File: src/shared/psmc_regs.svh
// register offsets, field positions, reset values and timing counts of the power saving control
// Functional notes
// - sleep keeps oscillator running, gates cpu clock so execution halts.
// - halt stops oscillator and all activity; ram contents kept.
// - slow-down divides whole chip clock by eight, everything stays functional.
// - all three modes are entered only by software through the power control register.
// - enable pin high makes arm/go sequences have no effect at all.
// - watchdog autostarts after reset release only if enable pin high during reset.
// - pin low allows every mode; watchdog then runs only when software starts it.
// - pin changes while running only gate mode entry, never the watchdog.
// - the enable pin is sampled in state 3 phase 1 of each machine cycle.
// - sleep and halt entry also need a correct arm-then-go write pair.
// - in sleep peripherals keep clock, only the watchdog clock stops.
// - in sleep the whole cpu state is preserved.
// - in sleep ports keep latched levels and active alternate outputs keep driving.
// - in sleep address latch and program store strobes are forced high.
// - in sleep ports still act as inputs for captures, counters and interrupts.
// - halt keeps ram contents at very low standby current.
// - sleep arm bit in one write, sleep go bit in the next; both together fail.
// - halt arm bit in one write, halt go bit in the next; both together fail.
// - arm and go bits clear themselves and always read as zero.
// - sleep ends on an enabled interrupt or a hardware reset.
`ifndef PSMC_REGS_SVH
`define PSMC_REGS_SVH

// apb byte offsets
`define PSMC_OFF_PCTRL      12'h000
`define PSMC_OFF_STATUS     12'h004
`define PSMC_OFF_WDTCTL     12'h008

// power_control_reg fields
`define PSMC_BIT_SLEEP_ARM  0
`define PSMC_BIT_HALT_ARM   1
`define PSMC_BIT_GF0        2
`define PSMC_BIT_GF1        3
`define PSMC_BIT_SLOW       4
`define PSMC_BIT_SLEEP_GO   5
`define PSMC_BIT_HALT_GO    6
`define PSMC_PCTRL_RESET    8'h00

// status fields
`define PSMC_BIT_ST_SLEEP   0
`define PSMC_BIT_ST_HALT    1
`define PSMC_BIT_ST_SLOW    2
`define PSMC_BIT_ST_PIN     3
`define PSMC_BIT_ST_WDT     4
`define PSMC_BIT_ST_AUTO    5
`define PSMC_BIT_ST_SARM    6
`define PSMC_BIT_ST_HARM    7

// watchdog control fields
`define PSMC_BIT_WDT_START  0

// timing
`define PSMC_SLOW_DIV       8
`define PSMC_MC_PHASES      12
`define PSMC_S3P1_PHASE     4
`define PSMC_PIN_RESET      1'b1

`endif

File: src/shared/psmc_pkg.sv
// types shared by the power saving control
package psmc_pkg;

  typedef enum logic [2:0] {
    PSMC_RUN   = 3'b001,
    PSMC_SLEEP = 3'b010,
    PSMC_HALT  = 3'b100
  } psmc_mode_t;

  typedef struct packed {
    logic osc_run;
    logic cpu_en;
    logic periph_en;
    logic wdt_en;
  } psmc_clk_t;

  typedef struct packed {
    logic ale_high;
    logic program_store_strobe_high;
    logic ale_low;
    logic program_store_strobe_low;
    logic port_hold;
    logic ram_retain;
  } psmc_strobe_t;

endpackage

File: src/rtl/psmc_phase_gen.sv
// machine cycle phase generator with optional divide-by-eight prescaler
`timescale 1ns/1ps
`default_nettype none
`include "psmc_regs.svh"

module psmc_phase_gen #(
  parameter int DIV    = `PSMC_SLOW_DIV,
  parameter int PHASES = `PSMC_MC_PHASES,
  parameter int SAMPLE = `PSMC_S3P1_PHASE
) (
  // clock and reset
  input  wire logic                        pclk,
  input  wire logic                        presetn,
  // control
  input  wire logic                        run,
  input  wire logic                        slow,
  // timing out
  output logic                             tick,
  output logic                             sample_pulse,
  output logic [$clog2(PHASES)-1:0]        phase
);
  localparam int DW = $clog2(DIV);
  localparam int PW = $clog2(PHASES);

  generate
    // the prescaler wraps by overflow, so only powers of two divide correctly
    if (DIV < 2 || (DIV & (DIV - 1)) != 0 || PHASES < 2 || SAMPLE >= PHASES) begin : g_bad
      $error("psmc_phase_gen: unsupported divider or phase setting");
    end
  endgenerate

  logic [DW-1:0] div_cnt;
  logic [DW-1:0] next_div_cnt;
  logic [PW-1:0] next_phase;

  // a stopped oscillator produces no tick at all
  assign tick         = run & (~slow | (div_cnt == DW'(DIV - 1)));
  assign sample_pulse = tick & (phase == PW'(SAMPLE));

  always_comb begin
    next_div_cnt = div_cnt;
    next_phase   = phase;
    if (!run || !slow) begin
      next_div_cnt = '0;
    end else begin
      next_div_cnt = div_cnt + 1'b1;
    end
    if (tick) begin
      next_phase = (phase == PW'(PHASES - 1)) ? '0 : phase + 1'b1;
    end
  end

  always_ff @(posedge pclk or negedge presetn) begin
    if (!presetn) begin
      div_cnt <= '0;
      phase   <= '0;
    end else begin
      div_cnt <= next_div_cnt;
      phase   <= next_phase;
    end
  end

endmodule

`default_nettype wire

File: src/rtl/psmc_top.sv
// power saving mode control: sleep, halt and slow-down with apb register access
`timescale 1ns/1ps
`default_nettype none
`include "psmc_regs.svh"

module psmc_top
  import psmc_pkg::*;
#(
  parameter int DIV    = `PSMC_SLOW_DIV,
  parameter int PHASES = `PSMC_MC_PHASES
) (
  // clock and reset
  input  wire logic                    pclk,
  input  wire logic                    presetn,
  // apb slave
  input  wire logic                    psel,
  input  wire logic                    penable,
  input  wire logic                    pwrite,
  input  wire logic [11:0]             paddr,
  input  wire logic [31:0]             pwdata,
  output logic      [31:0]             prdata,
  output logic                         pready,
  output logic                         pslverr,
  // pins and events
  input  wire logic                    save_enable_wdt_start_pin,
  input  wire logic                    wake_irq,
  // clock gating and pin control
  output psmc_clk_t                    clk_ctl,
  output psmc_strobe_t                 strobe_ctl,
  output logic                         wdt_run,
  output logic                         slow_mode,
  output logic [$clog2(PHASES)-1:0]    machine_phase
);

  generate
    if (DIV != `PSMC_SLOW_DIV) begin : g_bad_div
      $error("psmc_top: slow-down divider must be eight");
    end
  endgenerate

  // ------------------------------------------------------------------
  // apb decode
  // ------------------------------------------------------------------
  logic acc;
  logic wr;
  logic hit_pctrl;
  logic hit_status;
  logic hit_wdtctl;
  logic mapped;

  // zero wait states: every access completes in its first access cycle
  assign pready     = 1'b1;
  assign acc        = psel & penable;
  assign wr         = acc & pwrite;
  assign hit_pctrl  = (paddr == `PSMC_OFF_PCTRL);
  assign hit_status = (paddr == `PSMC_OFF_STATUS);
  assign hit_wdtctl = (paddr == `PSMC_OFF_WDTCTL);
  assign mapped     = hit_pctrl | hit_status | hit_wdtctl;
  assign pslverr    = acc & ~mapped;

  // ------------------------------------------------------------------
  // state
  // ------------------------------------------------------------------
  psmc_mode_t mode;
  psmc_mode_t next_mode;
  logic       slow;
  logic       next_slow;
  logic       gf0;
  logic       next_gf0;
  logic       gf1;
  logic       next_gf1;
  logic       sleep_armed;
  logic       next_sleep_armed;
  logic       halt_armed;
  logic       next_halt_armed;
  logic       pin_level;
  logic       next_pin_level;
  logic       wdt_on;
  logic       next_wdt_on;
  logic       wdt_auto;
  logic       next_wdt_auto;
  logic       strap_done;
  logic       next_strap_done;

  logic       tick;
  logic       sample_pulse;

  psmc_phase_gen #(
    .DIV    (DIV),
    .PHASES (PHASES),
    .SAMPLE (`PSMC_S3P1_PHASE)
  ) u_phase (
    .pclk         (pclk),
    .presetn      (presetn),
    .run          (mode != PSMC_HALT),
    .slow         (slow),
    .tick         (tick),
    .sample_pulse (sample_pulse),
    .phase        (machine_phase)
  );

  // write fields of the power control register
  logic w_sarm;
  logic w_harm;
  logic w_sgo;
  logic w_hgo;
  logic modes_allowed;
  logic sleep_req;
  logic halt_req;

  assign w_sarm        = pwdata[`PSMC_BIT_SLEEP_ARM];
  assign w_harm        = pwdata[`PSMC_BIT_HALT_ARM];
  assign w_sgo         = pwdata[`PSMC_BIT_SLEEP_GO];
  assign w_hgo         = pwdata[`PSMC_BIT_HALT_GO];
  // pin high blocks every entry sequence
  assign modes_allowed = ~pin_level;

  // a go is honoured only when armed by the previous write and not set with its own arm
  assign sleep_req = wr & hit_pctrl & modes_allowed & sleep_armed
                   & w_sgo & ~w_sarm;
  assign halt_req  = wr & hit_pctrl & modes_allowed & halt_armed
                   & w_hgo & ~w_harm;

  // ------------------------------------------------------------------
  // mode and power control register
  // ------------------------------------------------------------------
  always_comb begin
    next_mode        = mode;
    next_slow        = slow;
    next_gf0         = gf0;
    next_gf1         = gf1;
    next_sleep_armed = sleep_armed;
    next_halt_armed  = halt_armed;
    case (mode)
      PSMC_RUN: begin
        // any write is an instruction; it consumes a pending arm
        if (wr) begin
          next_sleep_armed = 1'b0;
          next_halt_armed  = 1'b0;
        end
        if (wr && hit_pctrl) begin
          next_slow = pwdata[`PSMC_BIT_SLOW];
          next_gf0  = pwdata[`PSMC_BIT_GF0];
          next_gf1  = pwdata[`PSMC_BIT_GF1];
          // arm only when written alone, without its go bit
          if (modes_allowed && w_sarm && !w_sgo) begin
            next_sleep_armed = 1'b1;
          end
          if (modes_allowed && w_harm && !w_hgo) begin
            next_halt_armed = 1'b1;
          end
        end
        if (halt_req) begin
          next_mode = PSMC_HALT;
        end else if (sleep_req) begin
          next_mode = PSMC_SLEEP;
        end
      end
      PSMC_SLEEP: begin
        // cpu is frozen; only an enabled interrupt or a reset brings it back
        next_sleep_armed = 1'b0;
        next_halt_armed  = 1'b0;
        if (wake_irq) begin
          next_mode = PSMC_RUN;
        end
      end
      PSMC_HALT: begin
        // nothing but reset leaves halt
        next_sleep_armed = 1'b0;
        next_halt_armed  = 1'b0;
      end
      default: begin
        next_mode        = PSMC_RUN;
        next_sleep_armed = 1'b0;
        next_halt_armed  = 1'b0;
      end
    endcase
  end

  always_ff @(posedge pclk or negedge presetn) begin
    if (!presetn) begin
      mode        <= PSMC_RUN;
      slow        <= 1'b0;
      gf0         <= 1'b0;
      gf1         <= 1'b0;
      sleep_armed <= 1'b0;
      halt_armed  <= 1'b0;
    end else begin
      mode        <= next_mode;
      slow        <= next_slow;
      gf0         <= next_gf0;
      gf1         <= next_gf1;
      sleep_armed <= next_sleep_armed;
      halt_armed  <= next_halt_armed;
    end
  end

  // ------------------------------------------------------------------
  // enable pin sampling and watchdog start
  // ------------------------------------------------------------------
  always_comb begin
    next_pin_level  = pin_level;
    next_wdt_on     = wdt_on;
    next_wdt_auto   = wdt_auto;
    next_strap_done = 1'b1;
    // level is only looked at once per machine cycle
    if (sample_pulse) begin
      next_pin_level = save_enable_wdt_start_pin;
    end
    // strap caught at the first edge after reset release, never later
    if (!strap_done && save_enable_wdt_start_pin) begin
      next_wdt_on   = 1'b1;
      next_wdt_auto = 1'b1;
    end
    // later pin levels do not touch the watchdog
    if (wr && hit_wdtctl && pwdata[`PSMC_BIT_WDT_START] && mode == PSMC_RUN) begin
      next_wdt_on = 1'b1;
    end
  end

  always_ff @(posedge pclk or negedge presetn) begin
    if (!presetn) begin
      pin_level  <= `PSMC_PIN_RESET;
      wdt_on     <= 1'b0;
      wdt_auto   <= 1'b0;
      strap_done <= 1'b0;
    end else begin
      pin_level  <= next_pin_level;
      wdt_on     <= next_wdt_on;
      wdt_auto   <= next_wdt_auto;
      strap_done <= next_strap_done;
    end
  end

  // ------------------------------------------------------------------
  // clock enables and pin control
  // ------------------------------------------------------------------
  logic         in_sleep;
  logic         in_halt;
  psmc_strobe_t next_strobe;

  assign in_sleep = (mode == PSMC_SLEEP);
  assign in_halt  = (mode == PSMC_HALT);

  // enables are per-tick pulses, so they come straight from the tick
  always_comb begin
    clk_ctl.osc_run   = ~in_halt;
    clk_ctl.cpu_en    = tick & ~in_sleep;
    clk_ctl.periph_en = tick;
    clk_ctl.wdt_en    = tick & ~in_sleep & wdt_on;
  end

  always_comb begin
    next_strobe.ale_high   = (next_mode == PSMC_SLEEP);
    next_strobe.program_store_strobe_high  = (next_mode == PSMC_SLEEP);
    next_strobe.ale_low    = (next_mode == PSMC_HALT);
    next_strobe.program_store_strobe_low   = (next_mode == PSMC_HALT);
    // ports freeze their latches; in sleep alternate functions keep their own clock
    next_strobe.port_hold  = (next_mode != PSMC_RUN);
    next_strobe.ram_retain = (next_mode == PSMC_HALT);
  end

  always_ff @(posedge pclk or negedge presetn) begin
    if (!presetn) begin
      strobe_ctl <= '0;
    end else begin
      strobe_ctl <= next_strobe;
    end
  end

  assign wdt_run   = wdt_on;
  assign slow_mode = slow;

  // ------------------------------------------------------------------
  // read data
  // ------------------------------------------------------------------
  logic [31:0] next_prdata;

  always_comb begin
    next_prdata = 32'h0000_0000;
    if (psel && !penable && !pwrite) begin
      if (paddr == `PSMC_OFF_PCTRL) begin
        // arm and go bits always read back as zero
        next_prdata[`PSMC_BIT_SLOW] = slow;
        next_prdata[`PSMC_BIT_GF0]  = gf0;
        next_prdata[`PSMC_BIT_GF1]  = gf1;
      end else if (paddr == `PSMC_OFF_STATUS) begin
        next_prdata[`PSMC_BIT_ST_SLEEP] = in_sleep;
        next_prdata[`PSMC_BIT_ST_HALT]  = in_halt;
        next_prdata[`PSMC_BIT_ST_SLOW]  = slow;
        next_prdata[`PSMC_BIT_ST_PIN]   = pin_level;
        next_prdata[`PSMC_BIT_ST_WDT]   = wdt_on;
        next_prdata[`PSMC_BIT_ST_AUTO]  = wdt_auto;
        next_prdata[`PSMC_BIT_ST_SARM]  = sleep_armed;
        next_prdata[`PSMC_BIT_ST_HARM]  = halt_armed;
      end else begin
        next_prdata = 32'h0000_0000;
      end
    end else if (acc) begin
      next_prdata = prdata;
    end
  end

  always_ff @(posedge pclk or negedge presetn) begin
    if (!presetn) begin
      prdata <= 32'h0000_0000;
    end else begin
      prdata <= next_prdata;
    end
  end

endmodule

`default_nettype wire

File: config.mk
export PLATFORM = sky130hd
export DESIGN_NAME = psmc_top
export DESIGN_NICKNAME = d
export VERILOG_FILES = /design/src/shared/psmc_pkg.sv /design/src/rtl/psmc_phase_gen.sv /design/src/rtl/psmc_top.sv
export VERILOG_INCLUDE_DIRS = /design/src /design/src/shared
export SDC_FILE = /design/constraint.sdc
export NUM_CORES = 1
export LEC_CHECK = 0
export ABC_CLOCK_PERIOD_IN_PS = 1800
export BUFFER_PORTS_ARGS = -buffer_cell sky130_fd_sc_hd__buf_2
export CAP_MARGIN = 20
export CORE_UTILIZATION = 38
export CTS_CLUSTER_SIZE = 40
export DETAILED_ROUTE_END_ITERATION = 10
export PLACE_DENSITY = 0.75
export RECOVER_POWER = 100
export REMOVE_ABC_BUFFERS = 1
export SLEW_MARGIN = 20
export SYNTH_ARGS = -nofsm -noshare
export SYNTH_HDL_FRONTEND = slang
export SYNTH_HIERARCHICAL = 1
export SYNTH_SLANG_ARGS = --single-unit
File: constraint.sdc
create_clock -name pclk -period 1.8 [get_ports pclk]
set_input_delay 0.18 -clock pclk [delete_from_list [all_inputs] [get_ports pclk]]
set_output_delay 0.18 -clock pclk [all_outputs]
set_load 0.01 [all_outputs]
# Word-level counts from Yosys, hierarchy flattened
# Cells that the tools add are included.
# classes
n_addsub	2
n_reduce_logical	22
n_div	0
shifts	0
n_lt_le_gt_ge	0
n_bitwise	25
mul	0
muxes	22
eq_ne	13
# op_table
op	n
32-bit 2-to-1 mux	2
3-bit 2-to-1 mux	6
1-bit AND	15
12-bit by 3-bit == test with 1-bit output, second input constant	1
12-bit by 4-bit == test with 1-bit output, second input constant	1
12-bit logical NOT	1
1-bit logical AND	11
1-bit 2-to-1 mux	10
3-bit == test, second input constant	3
3-bit case mux with 3 select lines	1
8-bit 2-to-1 mux	1
1-bit logical NOT	7
1-bit NOT	7
3-bit by 2-bit == test with 1-bit output, second input constant	2
4-bit by 1-bit adder with 4-bit output, second input constant	1
4-bit by 3-bit == test with 1-bit output, second input constant	1
4-bit == test, second input constant	1
4-bit 2-to-1 mux	1
3-bit by 1-bit adder with 3-bit output, second input constant	1
3-bit by 1-bit == test with 1-bit output, second input constant	1
3-bit by 1-bit inequality test with 1-bit output, second input constant	1
3-bit inequality test, second input constant	1
1-bit OR	3
2-bit 2-to-1 mux	1
other kinds (4)	4
# totals
n_memories	0
latchBits	0
in_bits	51
romBits	0
regBits	54
ramBits	0

# Logic depth before layout (Yosys ltp)
# depth
ltp_word	11
depth_mapped	5

# Modules after synthesis
# The synthesis kept the hierarchy.
# by_module_without_submodules
module	n_inst	seq_area_each_um2	area_per_inst_um2	cells_per_inst
psmc_top	1	578.1	1249.9	120
psmc_phase_gen	1	175.2	380.4	32

# Worst setup path before layout
# No wires, ideal clock.
# synth_timing
kind	input -> register
startpoint	input paddr[5]
endpoint	register mode[0]
path_stages	5
arrival_time_ns	2.027
path_slack_ns	-0.306
path_buffers	1
path_cell_list	or4_4 -> or4_4 -> or4_4 -> buf_6 -> a32o_1
# synth_via
elab_chain_cells	9
# synth_rtl
element	line	source
from (decl)	psmc_top.sv:19	input wire logic [11:0] paddr,
12-bit logical NOT (no source line) *	-	
1-bit AND * (2 in series)	psmc_top.sv:119, psmc_top.sv:121	
1-bit AND	psmc_top.sv:119	assign sleep_req = wr & hit_pctrl & modes_allowed & sleep_armed
1-bit AND (2 in series)	psmc_top.sv:120	& w_sgo & ~w_sarm;
3-bit 2-to-1 mux	psmc_top.sv:155	end else if (sleep_req) begin
3-bit 2-to-1 mux *	psmc_top.sv:153	if (halt_req) begin
3-bit case mux with 3 select lines *	psmc_top.sv:134	case (mode)
net next_mode[0]	psmc_top.sv:65	psmc_mode_t next_mode;
to (signal assigned)	psmc_top.sv:189	mode <= next_mode;
to (decl)	psmc_top.sv:64	psmc_mode_t mode;
# The timed path passes the listed nets; every way through them passes the cells marked *.
# A chain may end at the register's enable or synchronous reset.

# Worst setup path after layout
# Same ends and word-level chain as after synthesis.

==> impl_metrics.yaml <==
setup_path:
  cp-end-kind: "flop"
  worstPathCellList: "buf_6 > or4_4 > or4_4 > or4_4 > a32o_1"
  crit_type: "in -> reg"
  crit_buf_inv: 1
  crit_family: "simple AND/OR/NAND/NOR gates"
  r2r_end: "gf1$_DFFE_PN0P_"
  crit_arrival_ns: 2.14
  start_kind: "input port"
  critical_path_peak_fanout: 8
  critPathMostFrequentCell: "or4_4"
  r2r_start: "mode[0]$_DFF_PN1_"
  reg2regPathDepth: 6
  slowest_delay_ns: 0.59
  cp_slowest_cell: "or4_4"
  reg2reg_slack_ns: -0.12
  worstPathRequired_ns: 2.01
power_and_ir_drop:
  p_leak_uw: 0.00101
  totalPowerFinal_uw: 1760
  power_density_mw_per_mm2: 851
  ir_drop_v: 0.000401
cells_and_area:
  fillCellCount: 384
  area_growth_pct: 26.6
  drive_gt1_share_pct: 37.0
  n_antenna_cell: 0
  final_cell_area_sq_mm: 0.00206
  nets: 273
floorplanning:
  die_area_sq_mm: 0.00456
  die_x_um: 67.5
  ios: 101
  fp.dieH_um: 67.5
  num_rows: 23
  initial_utilization_pct: 40.2
  core_area_sq_mm: 0.00406
clock_tree:
  cts_tree: "built"
  numCtsBuffers: 5
  clock-root-buffer: "clkbuf_8"
  clk_pin_slew_ns: 0.06
  clock_latency_ns: 0.28
  clock_sinks: 30
  clockBufferDepth: 2
  cts-htree-levels: 2
timing:
  relSlewSlack_pct: 48.2
  period_needed_ns: 1.92
  fin_crit_sh_pct: 107
  grt_setup_unrepaired: "yes"
  whs_ns: 0.127
  setup-violations-final: 11
  final_max_slew_viol_count: 0
  finalSetupTns_ns: -0.665
  timing.fmax_ghz: 0.520
  tightest_slew_ns: 0.777
  hold_viol: 0
  setup_slack_ns: -0.124
  skew_ns: 0.00623
routing:
  finalWirelength_mm: 3.51
  post_drt_via_cell_ratio: 4.72
  ant_nets: 0
  wl_per_cell_um: 13.1
  drcViolationCount: 0
  dr.first_iter.drc_count: 62
  num_vias: 1271
  drt-pass1-iter-count: 4
synthesis:
  synthTopCellsByCount: "buf_4, dfrtp_1, nand2_1"
  yosysMostFrequentCell: "buf_4"
  synth.largest_area_cell: "dfrtp_1"
  yosys.area.top_type_share_pct: 43.0
  synth_area_leaders: "dfrtp_1, buf_4, mux2_2, dfstp_2, ha_1"
  synth_cell_types: 45
  syn_area_sq_mm: 0.00163
  synth_edf_count: 0
  synthCells: 152
  async_flop_share_pct: 100
  synth_flop_cell: "dfrtp_1"
  ys_ff_latch: 30
  seq_area_frac_synth_pct: 46.2
  synth_warnings: 6
  synth.avg_cell_area_sq_um: 10.7
flow_run:
  cap_violations: 0
grt:
  grt_max_degree: 31
  grt_overflow: 0
  antenna_found_initial: 0
  grt_pass1_wl_mm: 5.67
  grt_pass1_vias: 1222
  track_usage_pct: 17.1
placed_design:
  io_buffers: 50
  dpl_cell_area_sq_mm: 0.00187
  place.gp.congestion: 0.778
  post-place-ws_ns: -0.389
  post-dp-hpwl_mm: 2.49
hold_path:
  min_to: "gf1$_DFFE_PN0P_"
  min_path_type: "in -> reg"
  hold_depth: 2
  hold_path_startpoint: "pwdata[3]"
outcome:
  outcome: "finished, violations left"
  violations: "setup timing"
state kept, by name, indices dropped and copies added, names as in the netlist, 3 cells and up:
name / flops
prdata: 8
u_phase/phase: 4
mode: 3
strobe_ctl: 3
u_phase/div_cnt: 3
final cells by class:
cell class	count	area [sq um]	area share (%)
multi-input cells	109	772	37.4
flip-flops and latches	30	753	36.5
repair buffers	67	365	17.7
clock buffers	7	86.3	4.18
well taps	50	62.6	3.03
inverters	5	18.8	0.910
clock inverters	1	5.00	0.243
repair_timing:
item	in CTS	in global routing
buffers inserted	0	6
endpoints found under the hold margin	28	0
setup endpoints to repair	12	14
cloned	0	0
hold buffers	1	0
resized for setup	10	8
pin swaps	1	3
worst register-to-register path, stage by stage, from the launching register on:
cell,delay [ns]
dfstp_2,0.53
nor3b_2,0.17
buf_4,0.14
nand4b_1,0.17
nor4_2,0.30
buf_4,0.19
mux2_4,0.29
cell usage in the layout (no fill, tap or decap), drive strengths merged, types with 2 or more instances in the layout:
cell type / Yosys / layout
a22o: 3 / 3
nand3b: 2 / 2
dfstp: 2 / 2
dfrtp: 28 / 28
a21oi: 2 / 2
nand2: 12 / 12
nand2b: 3 / 3
buf: 30 / 44
clkbuf: 2 / 29
o21a: 2 / 2
o21ai: 9 / 9
and2: 3 / 3
ha: 4 / 4
or4: 4 / 4
mux2i: 3 / 3
and3: 4 / 4
mux2: 7 / 7
or3: 2 / 2
o22ai: 2 / 2
nor4: 2 / 2
conb: 2 / 26
nor2: 3 / 3
or3b: 2 / 2
inv: 5 / 5
stage by stage:
stage	utilization, %	cells
4_1_cts	49.5	263
5_1_grt	50.8	269
6_report	50.8	269
2_1_floorplan	-	144
3_3_place_gp	46.1	254
3_5_place_dp	46.1	254
power breakdown:
part           internal, uW  switching, uW
clock network           308            253
logic                   192            181
registers               742           79.9
total                  1240            514
how the worst max path moves through the flow:
stage	start	to	slack, ns	cells past startpoint
after floorplan	paddr[5]	mode[0]$_DFF_PN1_	-0.24	4
after global placement	paddr[5]	mode[0]$_DFF_PN1_	-0.36	5
after detailed placement	paddr[5]	mode[0]$_DFF_PN1_	-0.39	5
after CTS	paddr[5]	mode[0]$_DFF_PN1_	-0.08	5
after global routing	mode[0]$_DFF_PN1_	gf1$_DFFE_PN0P_	-0.20	6
final	paddr[5]	mode[0]$_DFF_PN1_	-0.12	5
layer usage:
| metal | track usage [%] | wire [um] | vias up |
|---|---|---|---|
| li1 | - | - | 609 |
| met1 | 22.3 | 1590 | 601 |
| met2 | 27.0 | 1640 | 55 |
| met3 | 3.72 | 220 | 6 |
| met4 | 7.18 | 59 | 0 |
| met5 | 0 | 0 | - |
cell families after synthesis:
| logic type | synth area share (%) |
|---|---|
| compound gates | 11.7 |
| fa+ha+maj | 3.07 |
| buf+inv | 15.7 |
| flops | 46.2 |
| mux | 7.14 |
| other cells | 0.461 |
| simple gates | 15.8 |
Power figures use the tool's default switching activity.
